--- src/hw/pb_seq_params.svh ---
// Constants for the pushbutton power sequencer: register map, field spots, timing.
// Assumes a 200 MHz pclk and a 1 ms internal time base.
`ifndef PB_SEQ_PARAMS_SVH
`define PB_SEQ_PARAMS_SVH

// ----------------------------------------
// Clock and time base
// ----------------------------------------
`define PBS_CLK_PERIOD_NS   5
`define PBS_TIME_BASE_NS    1000000

// ----------------------------------------
// Intervals in time-base ticks (ms)
// ----------------------------------------
`define PBS_MS_STATUS_MIN   13'h0032
`define PBS_MS_POWER_PRESS  13'h0190
`define PBS_MS_SHUTDOWN     13'h03E8
`define PBS_MS_STARTUP      13'h1388
`define PBS_MS_LONG_PRESS   13'h1388
`define PBS_MS_ONE          13'h0001
`define PBS_MS_ZERO         13'h0000
`define PBS_TICK_ONE        18'h0_0001
`define PBS_TICK_ZERO       18'h0_0000

// ----------------------------------------
// Register map (byte addresses)
// ----------------------------------------
`define PBS_REG_CTRL        8'h00
`define PBS_REG_STATUS      8'h04
`define PBS_CTRL_RESET      32'h0000_0001
`define PBS_CTRL_WAKE_BIT   0
`define PBS_ST_STATE_LSB    0
`define PBS_ST_STATE_MSB    2
`define PBS_ST_BUCK_BIT     4
`define PBS_ST_LDO_BIT      5
`define PBS_ST_DRIVE_BIT    6
`define PBS_ST_BUTTON_BIT   7
`define PBS_WORD_ZERO       32'h0000_0000

`endif

--- src/hw/pb_seq_pkg.sv ---
// Types for the pushbutton power sequencer.
// Assumes the params header is compiled alongside.
package pb_seq_pkg;

    typedef enum logic [2:0]
    {
        deep_off_state,
        first_startup_state,
        later_startup_state,
        powered_state,
        reset_shutdown_state,
        normal_shutdown_state,
        off_state
    } seq_state_t;

    typedef struct packed
    {
        logic pb_n;
        logic buck_req;
        logic ldo_req;
        logic ext_power;
        logic uvlo;
        logic por;
        logic first_good;
        logic order_sel;
    } pin_in_t;

endpackage

--- src/hw/pushbutton_power_sequencer.sv ---
// Pushbutton power sequencer: state machine, debounce, regulator ordering, APB regs.
// Assumes asynchronous pins on the sequencer side and an APB master on pclk.
`include "pb_seq_params.svh"
`timescale 1ns/1ps
`default_nettype none

module pushbutton_power_sequencer
    import pb_seq_pkg::*;
#(
    parameter int unsigned TICK_CYCLES = `PBS_TIME_BASE_NS / `PBS_CLK_PERIOD_NS
)
(
    input  wire logic        pclk,
    input  wire logic        presetn,
    input  wire logic        psel,
    input  wire logic        penable,
    input  wire logic        pwrite,
    input  wire logic [7:0]  paddr,
    input  wire logic [31:0] pwdata,
    output var  logic [31:0] prdata,
    output var  logic        pready,
    output var  logic        pslverr,
    input  wire logic        button_n_in,
    input  wire logic        buck_reg_enable_in,
    input  wire logic        linear_reg_enable_in,
    input  wire logic        order_select,
    input  wire logic        ext_power_valid,
    input  wire logic        vout_uvlo,
    input  wire logic        vout_por,
    input  wire logic        first_reg_good,
    output var  logic        buck_enable_out,
    output var  logic        linear_enable_out,
    output var  logic        button_status_out,
    output var  logic        button_status_oe_n
);

    // ----------------------------------------
    // Pin synchronisers
    // ----------------------------------------
    pin_in_t pins;
    pin_in_t sync1_r;
    pin_in_t sync2_r;
    pin_in_t sync3_r;
    pin_in_t in_r;
    pin_in_t in_nxt;

    assign pins = '{pb_n: button_n_in, buck_req: buck_reg_enable_in, ldo_req: linear_reg_enable_in,
                    ext_power: ext_power_valid, uvlo: vout_uvlo, por: vout_por,
                    first_good: first_reg_good, order_sel: order_select};

    // A bit moves only when stages two and three agree
    always_comb
    begin
        in_nxt = (sync3_r & ~(sync2_r ^ sync3_r)) | (in_r & (sync2_r ^ sync3_r));
    end

    always_ff @(posedge pclk or negedge presetn)
    begin
        if (!presetn)
        begin
            sync1_r <= '{pb_n: 1'b1, default: 1'b0};
            sync2_r <= '{pb_n: 1'b1, default: 1'b0};
            sync3_r <= '{pb_n: 1'b1, default: 1'b0};
            in_r    <= '{pb_n: 1'b1, default: 1'b0};
        end
        else
        begin
            sync1_r <= pins;
            sync2_r <= sync1_r;
            sync3_r <= sync2_r;
            in_r    <= in_nxt;
        end
    end

    // ----------------------------------------
    // Time base
    // ----------------------------------------
    logic [17:0] tick_cnt_r;
    logic [17:0] tick_cnt_nxt;
    logic        tick;

    assign tick = (tick_cnt_r == 18'(TICK_CYCLES - 1));

    always_comb
    begin
        tick_cnt_nxt = tick ? `PBS_TICK_ZERO : tick_cnt_r + `PBS_TICK_ONE;
    end

    always_ff @(posedge pclk or negedge presetn)
    begin
        if (!presetn)
            tick_cnt_r <= `PBS_TICK_ZERO;
        else
            tick_cnt_r <= tick_cnt_nxt;
    end

    // ----------------------------------------
    // Button press tracking
    // ----------------------------------------
    seq_state_t  state_r;
    seq_state_t  state_nxt;
    logic [12:0] press_ms_r;
    logic [12:0] press_ms_nxt;
    logic        pb_prev_r;
    logic        armed_r;
    logic        armed_nxt;
    logic        lp_valid_r;
    logic        lp_valid_nxt;
    logic        on_state;
    logic        shut_state;
    logic        press_400;
    logic        long_press;
    logic        status_hit;

    assign on_state   = (state_r == first_startup_state) || (state_r == later_startup_state)
                        || (state_r == powered_state);
    assign shut_state = (state_r == normal_shutdown_state) || (state_r == reset_shutdown_state);
    assign press_400  = armed_r && !in_r.pb_n && tick && (press_ms_r == `PBS_MS_POWER_PRESS - `PBS_MS_ONE);
    assign long_press = lp_valid_r && !in_r.pb_n && tick
                        && (press_ms_r == `PBS_MS_LONG_PRESS - `PBS_MS_ONE);
    assign status_hit = on_state && lp_valid_r && !in_r.pb_n && tick
                        && (press_ms_r == `PBS_MS_STATUS_MIN - `PBS_MS_ONE);

    always_comb
    begin
        press_ms_nxt = press_ms_r;
        if (in_r.pb_n)
            press_ms_nxt = `PBS_MS_ZERO;
        else if (tick && press_ms_r < `PBS_MS_LONG_PRESS)
            press_ms_nxt = press_ms_r + `PBS_MS_ONE;
        // Press held into shutdown cannot start power-up until released
        armed_nxt = armed_r;
        if (shut_state)
            armed_nxt = 1'b0;
        else if (in_r.pb_n)
            armed_nxt = 1'b1;
        // Only a press begun while on counts for status or long-press reset
        lp_valid_nxt = lp_valid_r;
        if (in_r.pb_n)
            lp_valid_nxt = 1'b0;
        else if (pb_prev_r && on_state)
            lp_valid_nxt = 1'b1;
    end

    always_ff @(posedge pclk or negedge presetn)
    begin
        if (!presetn)
        begin
            press_ms_r <= `PBS_MS_ZERO;
            pb_prev_r  <= 1'b1;
            armed_r    <= 1'b0;
            lp_valid_r <= 1'b0;
        end
        else
        begin
            press_ms_r <= press_ms_nxt;
            pb_prev_r  <= in_r.pb_n;
            armed_r    <= armed_nxt;
            lp_valid_r <= lp_valid_nxt;
        end
    end

    // ----------------------------------------
    // Registers over APB
    // ----------------------------------------
    logic [31:0] ctrl_r;
    logic [31:0] ctrl_nxt;
    logic [31:0] rdata_nxt;
    logic        ready_nxt;
    logic        err_nxt;
    logic        wake_en;
    logic        mapped;
    logic        buck_en_r;
    logic        ldo_en_r;
    logic        drive_r;

    assign wake_en = ctrl_r[`PBS_CTRL_WAKE_BIT];
    assign mapped  = (paddr == `PBS_REG_CTRL) || (paddr == `PBS_REG_STATUS);

    // One wait state: pready rises in the second access cycle
    always_comb
    begin
        ctrl_nxt  = ctrl_r;
        rdata_nxt = prdata;
        ready_nxt = psel && penable && !pready;
        err_nxt   = ready_nxt && !mapped;
        if (psel && penable && pready && pwrite && paddr == `PBS_REG_CTRL)
            ctrl_nxt = pwdata & `PBS_CTRL_RESET;
        if (ready_nxt && !pwrite)
        begin
            rdata_nxt = `PBS_WORD_ZERO;
            if (paddr == `PBS_REG_CTRL)
                rdata_nxt = ctrl_r;
            else if (paddr == `PBS_REG_STATUS)
            begin
                rdata_nxt[`PBS_ST_STATE_MSB:`PBS_ST_STATE_LSB] = state_r;
                rdata_nxt[`PBS_ST_BUCK_BIT]   = buck_en_r;
                rdata_nxt[`PBS_ST_LDO_BIT]    = ldo_en_r;
                rdata_nxt[`PBS_ST_DRIVE_BIT]  = drive_r;
                rdata_nxt[`PBS_ST_BUTTON_BIT] = in_r.pb_n;
            end
        end
    end

    always_ff @(posedge pclk or negedge presetn)
    begin
        if (!presetn)
        begin
            ctrl_r  <= `PBS_CTRL_RESET;
            prdata  <= `PBS_WORD_ZERO;
            pready  <= 1'b0;
            pslverr <= 1'b0;
        end
        else
        begin
            ctrl_r  <= ctrl_nxt;
            prdata  <= rdata_nxt;
            pready  <= ready_nxt;
            pslverr <= err_nxt;
        end
    end

    // ----------------------------------------
    // Sequencer state machine
    // ----------------------------------------
    logic [12:0] state_ms_r;
    logic [12:0] state_ms_nxt;
    logic        buck_en_nxt;
    logic        ldo_en_nxt;
    logic        wait_done;
    logic        start_done;
    logic        any_req;

    assign wait_done  = tick && (state_ms_r == `PBS_MS_SHUTDOWN - `PBS_MS_ONE);
    assign start_done = tick && (state_ms_r == `PBS_MS_STARTUP - `PBS_MS_ONE);
    assign any_req    = in_r.buck_req || in_r.ldo_req;

    always_comb
    begin
        state_nxt = state_r;
        unique case (state_r)
            deep_off_state, off_state:
            begin
                if (long_press)
                    state_nxt = reset_shutdown_state;
                else if (any_req && !in_r.uvlo)
                    state_nxt = powered_state;
                else if (press_400 || (in_r.ext_power && wake_en))
                    state_nxt = (state_r == off_state) ? later_startup_state
                                                       : first_startup_state;
            end
            first_startup_state, later_startup_state:
            begin
                if (start_done)
                    state_nxt = powered_state;
            end
            powered_state:
            begin
                if (long_press)
                    state_nxt = reset_shutdown_state;
                else if (in_r.uvlo || !any_req)
                    state_nxt = normal_shutdown_state;
            end
            normal_shutdown_state:
            begin
                // Inputs other than por ignored until the wait ends
                if (wait_done)
                    state_nxt = off_state;
            end
            reset_shutdown_state:
            begin
                if (wait_done)
                    state_nxt = deep_off_state;
            end
        endcase
        if (in_r.por)
            state_nxt = reset_shutdown_state;
        state_ms_nxt = state_ms_r;
        if (state_nxt != state_r || in_r.por)
            state_ms_nxt = `PBS_MS_ZERO;
        else if (tick && state_ms_r < `PBS_MS_STARTUP)
            state_ms_nxt = state_ms_r + `PBS_MS_ONE;
        // Startup: first regulator at once, second once the first is near regulation
        buck_en_nxt = 1'b0;
        ldo_en_nxt  = 1'b0;
        if (state_nxt == first_startup_state || state_nxt == later_startup_state)
        begin
            buck_en_nxt = !in_r.order_sel || buck_en_r || (ldo_en_r && in_r.first_good);
            ldo_en_nxt  = in_r.order_sel || ldo_en_r || (buck_en_r && in_r.first_good);
        end
        else if (state_nxt == powered_state)
        begin
            buck_en_nxt = in_r.buck_req;
            ldo_en_nxt  = in_r.ldo_req;
        end
    end

    always_ff @(posedge pclk or negedge presetn)
    begin
        if (!presetn)
        begin
            state_r    <= reset_shutdown_state;
            state_ms_r <= `PBS_MS_ZERO;
            buck_en_r  <= 1'b0;
            ldo_en_r   <= 1'b0;
        end
        else
        begin
            state_r    <= state_nxt;
            state_ms_r <= state_ms_nxt;
            buck_en_r  <= buck_en_nxt;
            ldo_en_r   <= ldo_en_nxt;
        end
    end

    assign buck_enable_out   = buck_en_r;
    assign linear_enable_out = ldo_en_r;

    // ----------------------------------------
    // Button status pin
    // ----------------------------------------
    logic [12:0] stat_ms_r;
    logic [12:0] stat_ms_nxt;
    logic        drive_nxt;

    always_comb
    begin
        drive_nxt = drive_r;
        if (!on_state)
            drive_nxt = 1'b0;
        else if (status_hit)
            drive_nxt = 1'b1;
        else if (in_r.pb_n && stat_ms_r >= `PBS_MS_STATUS_MIN)
            drive_nxt = 1'b0;
        stat_ms_nxt = stat_ms_r;
        if (!drive_r)
            stat_ms_nxt = `PBS_MS_ZERO;
        else if (tick && stat_ms_r < `PBS_MS_STATUS_MIN)
            stat_ms_nxt = stat_ms_r + `PBS_MS_ONE;
    end

    // Open drain: the pin only ever pulls low
    always_ff @(posedge pclk or negedge presetn)
    begin
        if (!presetn)
        begin
            drive_r            <= 1'b0;
            stat_ms_r          <= `PBS_MS_ZERO;
            button_status_oe_n <= 1'b1;
            button_status_out  <= 1'b0;
        end
        else
        begin
            drive_r            <= drive_nxt;
            stat_ms_r          <= stat_ms_nxt;
            button_status_oe_n <= !drive_nxt;
            button_status_out  <= 1'b0;
        end
    end
endmodule

`default_nettype wire

--- config.mk ---
export PLATFORM = sky130hd
export DESIGN_NAME = pushbutton_power_sequencer
export DESIGN_NICKNAME = d
export VERILOG_FILES = /design/src/hw/pb_seq_pkg.sv /design/src/hw/pushbutton_power_sequencer.sv
export VERILOG_INCLUDE_DIRS = /design/src /design/src/hw
export SDC_FILE = /design/constraint.sdc
export NUM_CORES = 1
export LEC_CHECK = 0
export ABC_AREA = 1
export CAP_MARGIN = 5
export CORE_MARGIN = 2
export CORE_UTILIZATION = 39
export DETAILED_ROUTE_END_ITERATION = 8
export DONT_BUFFER_PORTS = 1
export GPL_TIMING_DRIVEN = 0
export PLACE_DENSITY = 0.62
export RECOVER_POWER = 100
export SYNTH_ARGS = -nofsm -noshare
export SYNTH_HDL_FRONTEND = slang
export SYNTH_SLANG_ARGS = --single-unit
--- constraint.sdc ---
create_clock -name pclk -period 3.7 [get_ports pclk]
set_input_delay 0.37 -clock pclk [delete_from_list [all_inputs] [get_ports pclk]]
set_output_delay 0.37 -clock pclk [all_outputs]
set_load 0.005 [all_outputs]
==> Word level (Yosys, flattened, before mapping) <==
Cells that the tools add are included.
{ "word_totals": {"register_bits": 109, "out_inout_bits": 38} }
{ "op_classes": {"order_cmp": 4, "n_bitwise": 5, "n_mux": 33, "n_eq_ne": 18, "n_addsub": 4, "reduce_logical": 57} }
{ "op_table": {"columns": ["cell", "n"], "rows": [
  ["two-way mux 13 bit", 6],
  ["adder 13 x 1 -> 13 bit, second input constant", 3],
  ["two-way mux 3 bit", 11],
  ["logical AND 1 bit", 28],
  ["equality test 13 bit, second input constant", 2],
  ["< comparator 13 bit, second input constant", 2],
  ["adder 18 x 1 -> 18 bit, second input constant", 1],
  ["equality test 18 bit, second input constant", 1],
  ["two-way mux 18 bit", 1],
  ["AND 8 bit", 2],
  ["case mux 3 bit (5 select lines)", 1],
  ["equality test 13 x 10 -> 1 bit, second input constant", 1],
  ["equality test 13 x 6 -> 1 bit, second input constant", 1],
  ["equality test 13 x 9 -> 1 bit, second input constant", 1],
  [">= comparator 13 x 6 -> 1 bit, second input constant", 1],
  ["logical OR 1 bit", 13],
  ["< comparator 13 x 6 -> 1 bit, second input constant", 1],
  ["equality test 3 x 2 -> 1 bit, second input constant", 4],
  ["two-way mux 1 bit", 11],
  ["equality test 3 bit, second input constant", 3],
  ["equality test 8 x 3 -> 1 bit, second input constant", 1],
  ["logical NOT 1 bit", 8],
  ["logical NOT 8 bit", 1],
  ["two-way mux 4 bit", 2],
  ["other kinds (10)", 15]
]} }

==> Logic depth before layout (Yosys ltp) <==
{ "logic_depth": {"depth_word": 13, "ltp_mapped": 17, "ltp_nobuf": 17} }

==> Worst setup path before layout <==
Ideal clock, no wire load.
{ "synth_timing": {"path_type": "reg-to-reg", "start": "reg tick_cnt_r[0]", "end": "reg press_ms_r[8]", "synth_period_minus_slack_ns": 1.940, "path_stages_with_launch": 15, "setup_slack_ns": 1.760, "n_path_buf": 0, "t_arrival_ns": 1.817, "setup_time_ns": 0.123, "cell_sequence": "dfrtp_1 ha_1 nand3_2 inv_2 nand3_1 nor2_4 nand2_1 nand2_2 nand2_1 nor2_2 nand2_1 nor2_2 nand2_1 o21ai_0 a21oi_1"} }
{ "synth_via": {"elab_chain_cells": 3} }
{ "synth_lines": {"columns": ["item", "line_no", "text"], "rows": [
  ["start, declared", "pushbutton_power_sequencer.sv:78", "logic [17:0] tick_cnt_r;"],
  ["start signal, assigned", "pushbutton_power_sequencer.sv:92", "tick_cnt_r <= `PBS_TICK_ZERO;"],
  ["start signal, assigned", "pushbutton_power_sequencer.sv:94", "tick_cnt_r <= tick_cnt_nxt;"],
  ["equality test 18 bit", "pushbutton_power_sequencer.sv:82", "assign tick = (tick_cnt_r == 18'(TICK_CYCLES - 1));"],
  ["logical AND 1 bit (no line)", null, null],
  ["nonzero test 2 bit (no line)", null, null],
  ["end signal, assigned", "pushbutton_power_sequencer.sv:149", "press_ms_r <= `PBS_MS_ZERO;"],
  ["end signal, assigned", "pushbutton_power_sequencer.sv:156", "press_ms_r <= press_ms_nxt;"],
  ["end, declared", "pushbutton_power_sequencer.sv:102", "logic [12:0] press_ms_r;"]
]} }
Every way passes these cells.
A chain may end at the register's enable or synchronous reset.

==> Final worst setup path <==
{ "layout_timing": {"start": "reg tick_cnt_r[0]", "end": "reg state_ms_r[3]"} }
{ "layout_via": {"elab_chain_cells": 12} }
{ "layout_lines": {"columns": ["item", "line_no", "text"], "rows": [
  ["equality test 18 bit (*)", "pushbutton_power_sequencer.sv:82", null],
  ["logical AND 1 bit (2 in series)", "pushbutton_power_sequencer.sv:118", "assign press_400 = armed_r && !in_r.pb_n && tick && (press_ms_r == `PBS_MS_POWER_PRESS - `PBS_MS_ONE);"],
  ["logical OR 1 bit", "pushbutton_power_sequencer.sv:248", "else if (press_400 || (in_r.ext_power && wake_en))"],
  ["two-way mux 3 bit", "pushbutton_power_sequencer.sv:248", null],
  ["two-way mux 3 bit", "pushbutton_power_sequencer.sv:246", "else if (any_req && !in_r.uvlo)"],
  ["two-way mux 3 bit", "pushbutton_power_sequencer.sv:244", "if (long_press)"],
  ["case mux 3 bit (5 select lines)", "pushbutton_power_sequencer.sv:241", "unique case (state_r)"],
  ["two-way mux 3 bit", "pushbutton_power_sequencer.sv:276", "if (in_r.por)"],
  ["inequality test 3 bit", "pushbutton_power_sequencer.sv:279", "if (state_nxt != state_r || in_r.por)"],
  ["logical OR 1 bit", "pushbutton_power_sequencer.sv:279", null],
  ["two-way mux 13 bit or nonzero test 2 bit (tied branches)", null, null],
  ["end signal, assigned", "pushbutton_power_sequencer.sv:303", "state_ms_r <= `PBS_MS_ZERO;"],
  ["end signal, assigned", "pushbutton_power_sequencer.sv:310", "state_ms_r <= state_ms_nxt;"],
  ["end, declared", "pushbutton_power_sequencer.sv:226", "logic [12:0] state_ms_r;"]
]} }
Every way passes the cells marked *; elsewhere a longest branch is shown, timed or not.

==> qor.txt <==
Slowest Stage Delay on Critical Path - 0.38 ns
Setup bufs post-CTS - 0
Die Y - 121 um
WHS - 0.0412 ns
Power per cell area - 460 mW/mm^2
CP Launch Type - register
H-tree Lvls - 3
Worst R2R End - state_ms_r[3]
Num CTS Buffers - 9
Net Sw Power - 807 uW
Vias in the first global route - 3799
WP data arrival - 3.11 ns
Cell accounting for the most synthesized area - dfrtp_1
Cell count along the critical path - 14
Largest net degree at the start of global routing - 110
Wire length on met2 - 4.86 mm
Buf+Inv Stages, Crit Path - 2
Post-route DRC - 0
Final period utilization - 0.767
Post-synth ARST share - 1.00
Max Freq - 352 MHz
R2r setup slk - 0.86 ns
Die Width - 121 um
Core area - 0.0133 mm^2
DR WL/cell - 11.7 um
Min Tclk post-route - 2.84 ns
Leading post-synthesis cells by cell area - dfrtp_1, nand2_1, inv_1
Worst Skew - 0.0111 ns
Routed WL - 9.96 mm
CP Class - reg -> reg
Post-synth EDFFs - 0
Global-route wire length before repair - 17.2 mm
Nets@finish - 728
Worst-Skew Late Latency - 0.35 ns
Delay-heaviest family, CP - simple AND/OR/NAND/NOR gates
Reg2Reg Depth - 14
Critical path cell sequence - ha_1 > nand3_1 > inv_1 > nand3_1 > nor2_1 > nand3_1 > a21boi_0 > nand2_1 > nand3_1 > nand2_1 > nand2_1 > nand3_1 > buf_6 > nor2_1
# setup viols final - 0
Crit path launch - tick_cnt_r[0]
Top cells by count, synth - nand2_1, dfrtp_1, inv_1, nor2_1, nand3_1
Routed Antenna Nets - 0
Ports - 91
Sink Count - 109
HPWL after detailed placement - 7.30 mm
Int Pwr - 1.94 mW
Maximum fanout along the worst path - 10
Actual slew at the worst max-slew pin - 0.610 ns
Seq pwr share - 0.466
Initial DRC Count - 211
Crit path to - state_ms_r[3]
Overflow after GRT - 0
Clock share of power - 0.377
Vias per cell - 4.72
Sequential cell area fraction in the yosys report - 0.512
Fin util - 0.448
Peak VDD IR - 0.307 mV
Max Root-Sink Buffers - 2
Synth cell types - 42
Fillers - 1348
Fraction of layout cells with a size suffix above 1 - 0.0994
Final Max Tran Viols - 0
Status - finished clean
FF+latch count, synth - 109
CTS clk-pin slew, worst paths - 0.08 ns
Root Driver - clkbuf_16
GRT Resource Usage Total - 0.145
Post-Syn Instances - 630
RSZ-0062 raised after global routing - no
ANT cells - 0
HP Class - in -> reg
Num rows - 42
CP most frequent cell - nand3_1
Hold Fails Final Rpt - 0
# Max-Cap Violations - 0
Metal3 WL - 507 um
I/O Buffers - 0
Routability Congestion - 0.856
Comb pwr share - 0.157
Mean post-synth cell area - 8.49 um^2
RR Startpoint - tick_cnt_r[0]
Die area - 0.0147 mm^2
Data required, critical path - 3.97 ns
First drt pass iteration count - 5
Top_reg_cell synth - dfrtp_1
Met1 WL - 4.47 mm
Initial antenna violation count - 0
Pleak - 2.88 nW
Top-count cell post-synth - nand2_1
Switching fraction of total power - 0.294
Post-synthesis cell area - 0.00535 mm^2
Area growth syn-to-layout - 11.7%
Synth warn - 0
Max-slew headroom - 0.590
Max Used Layer - met4
Power Total - 2.75 mW
CTS tree - built
DR vias - 4013
Share of the synthesized area in the top cell type - 0.472
Initial Utilization - 0.401
Setup tns final - 0 ns
Critical path's slowest cell - dfrtp_1
CP endpoint kind - register
-- timing repair --
item | in CTS | in global routing
resized for setup | 0 | 0
hold buffers | 3 | 0
hold endpoints to repair | 110 | 0
-- final cells by class --
type | count | area, um^2 | area share
inverter | 99 | 372 | 0.0621
clock inverter | 7 | 115 | 0.0193
clock buffer | 9 | 225 | 0.0377
buffer | 33 | 233 | 0.0389
sequential | 109 | 2740 | 0.458
multi-input combinational | 414 | 2030 | 0.339
tap | 176 | 220 | 0.0368
timing repair buffer | 3 | 47.5 | 0.00795
-- cell usage in the layout (no fill, tap or decap), drive strengths merged, types with 2 or more instances in the layout --
cell,count
and3,2
nand2,117
dfstp,8
buf,29
o211a,2
ha,6
nand4,10
dfrtp,101
a31oi,2
conb,26
dlygate4sd3,2
maj3,8
o211ai,2
nor4,9
nand3,39
mux2i,2
a21oi,21
nor3,16
o21ai,23
o31ai,3
clkinv,4
inv,101
xor2,12
nor2,104
o21a,2
clkbuf,14
-- worst min path at each step --
stage,endpoint,startpoint,cells past startpoint
floorplan,async pin,presetn,0
global placement,press_ms_r[4],presetn,0
detailed placement,press_ms_r[4],presetn,0
CTS,sync1_r[5],linear_reg_enable_in,0
global route,sync1_r[4],ext_power_valid,0
finish,sync1_r[1],first_reg_good,0
-- power by group through the flow --
stage / Sequential (mW) / Clock, mW / Combinational (mW)
floorplan: 1.29 / 0 / 0.351
global placement: 1.30 / 0 / 0.419
detailed placement: 1.30 / 0 / 0.432
CTS: 1.28 / 1.07 / 0.463
global route: 1.29 / 1.11 / 0.497
finish: 1.28 / 1.04 / 0.433
-- through the flow --
stage          area (um^2)  instances  worst slack, ns
2_1_floorplan         5450        655             1.76
3_3_place_gp          5670        831             1.42
3_5_place_dp          5670        831             1.38
4_1_cts               6050        850             1.37
5_1_grt               5980        850            0.582
6_report              5980        850            0.861
-- registers in the layout (all words and copies together), names as in the netlist, named ones only --
register and flops:
drive_r 1, prdata 7, ctrl_r 1, armed_r 1, sync3_r 8, sync2_r 8, stat_ms_r 13, buck_enable_out 1
state_r 3, press_ms_r 13, pready 1, lp_valid_r 1, linear_enable_out 1, state_ms_r 13, pslverr 1, tick_cnt_r 18
pb_prev_r 1, sync1_r 8, button_status_oe_n 1
-- routing by layer --
metal | vias to the layer above | track usage
met5 | - | 0
met4 | 0 | 0.0431
met3 | 13 | 0.0367
met2 | 85 | 0.247
met1 | 1895 | 0.183
li1 | 2020 | -
-- cell families (layout without fill, tap and decap cells) --
kind of cell	Yosys count	in the layout	synth area share
xor+xnor	12	12	0.0196
buf+inv	132	151	0.114
simple gates	299	299	0.254
flops	109	109	0.512
mux	3	3	0.00585
compound gates	60	60	0.0648
fa+ha+maj	14	14	0.0290
other cells	1	26	0.000701
Note: power is estimated with default switching activity, not from simulation.
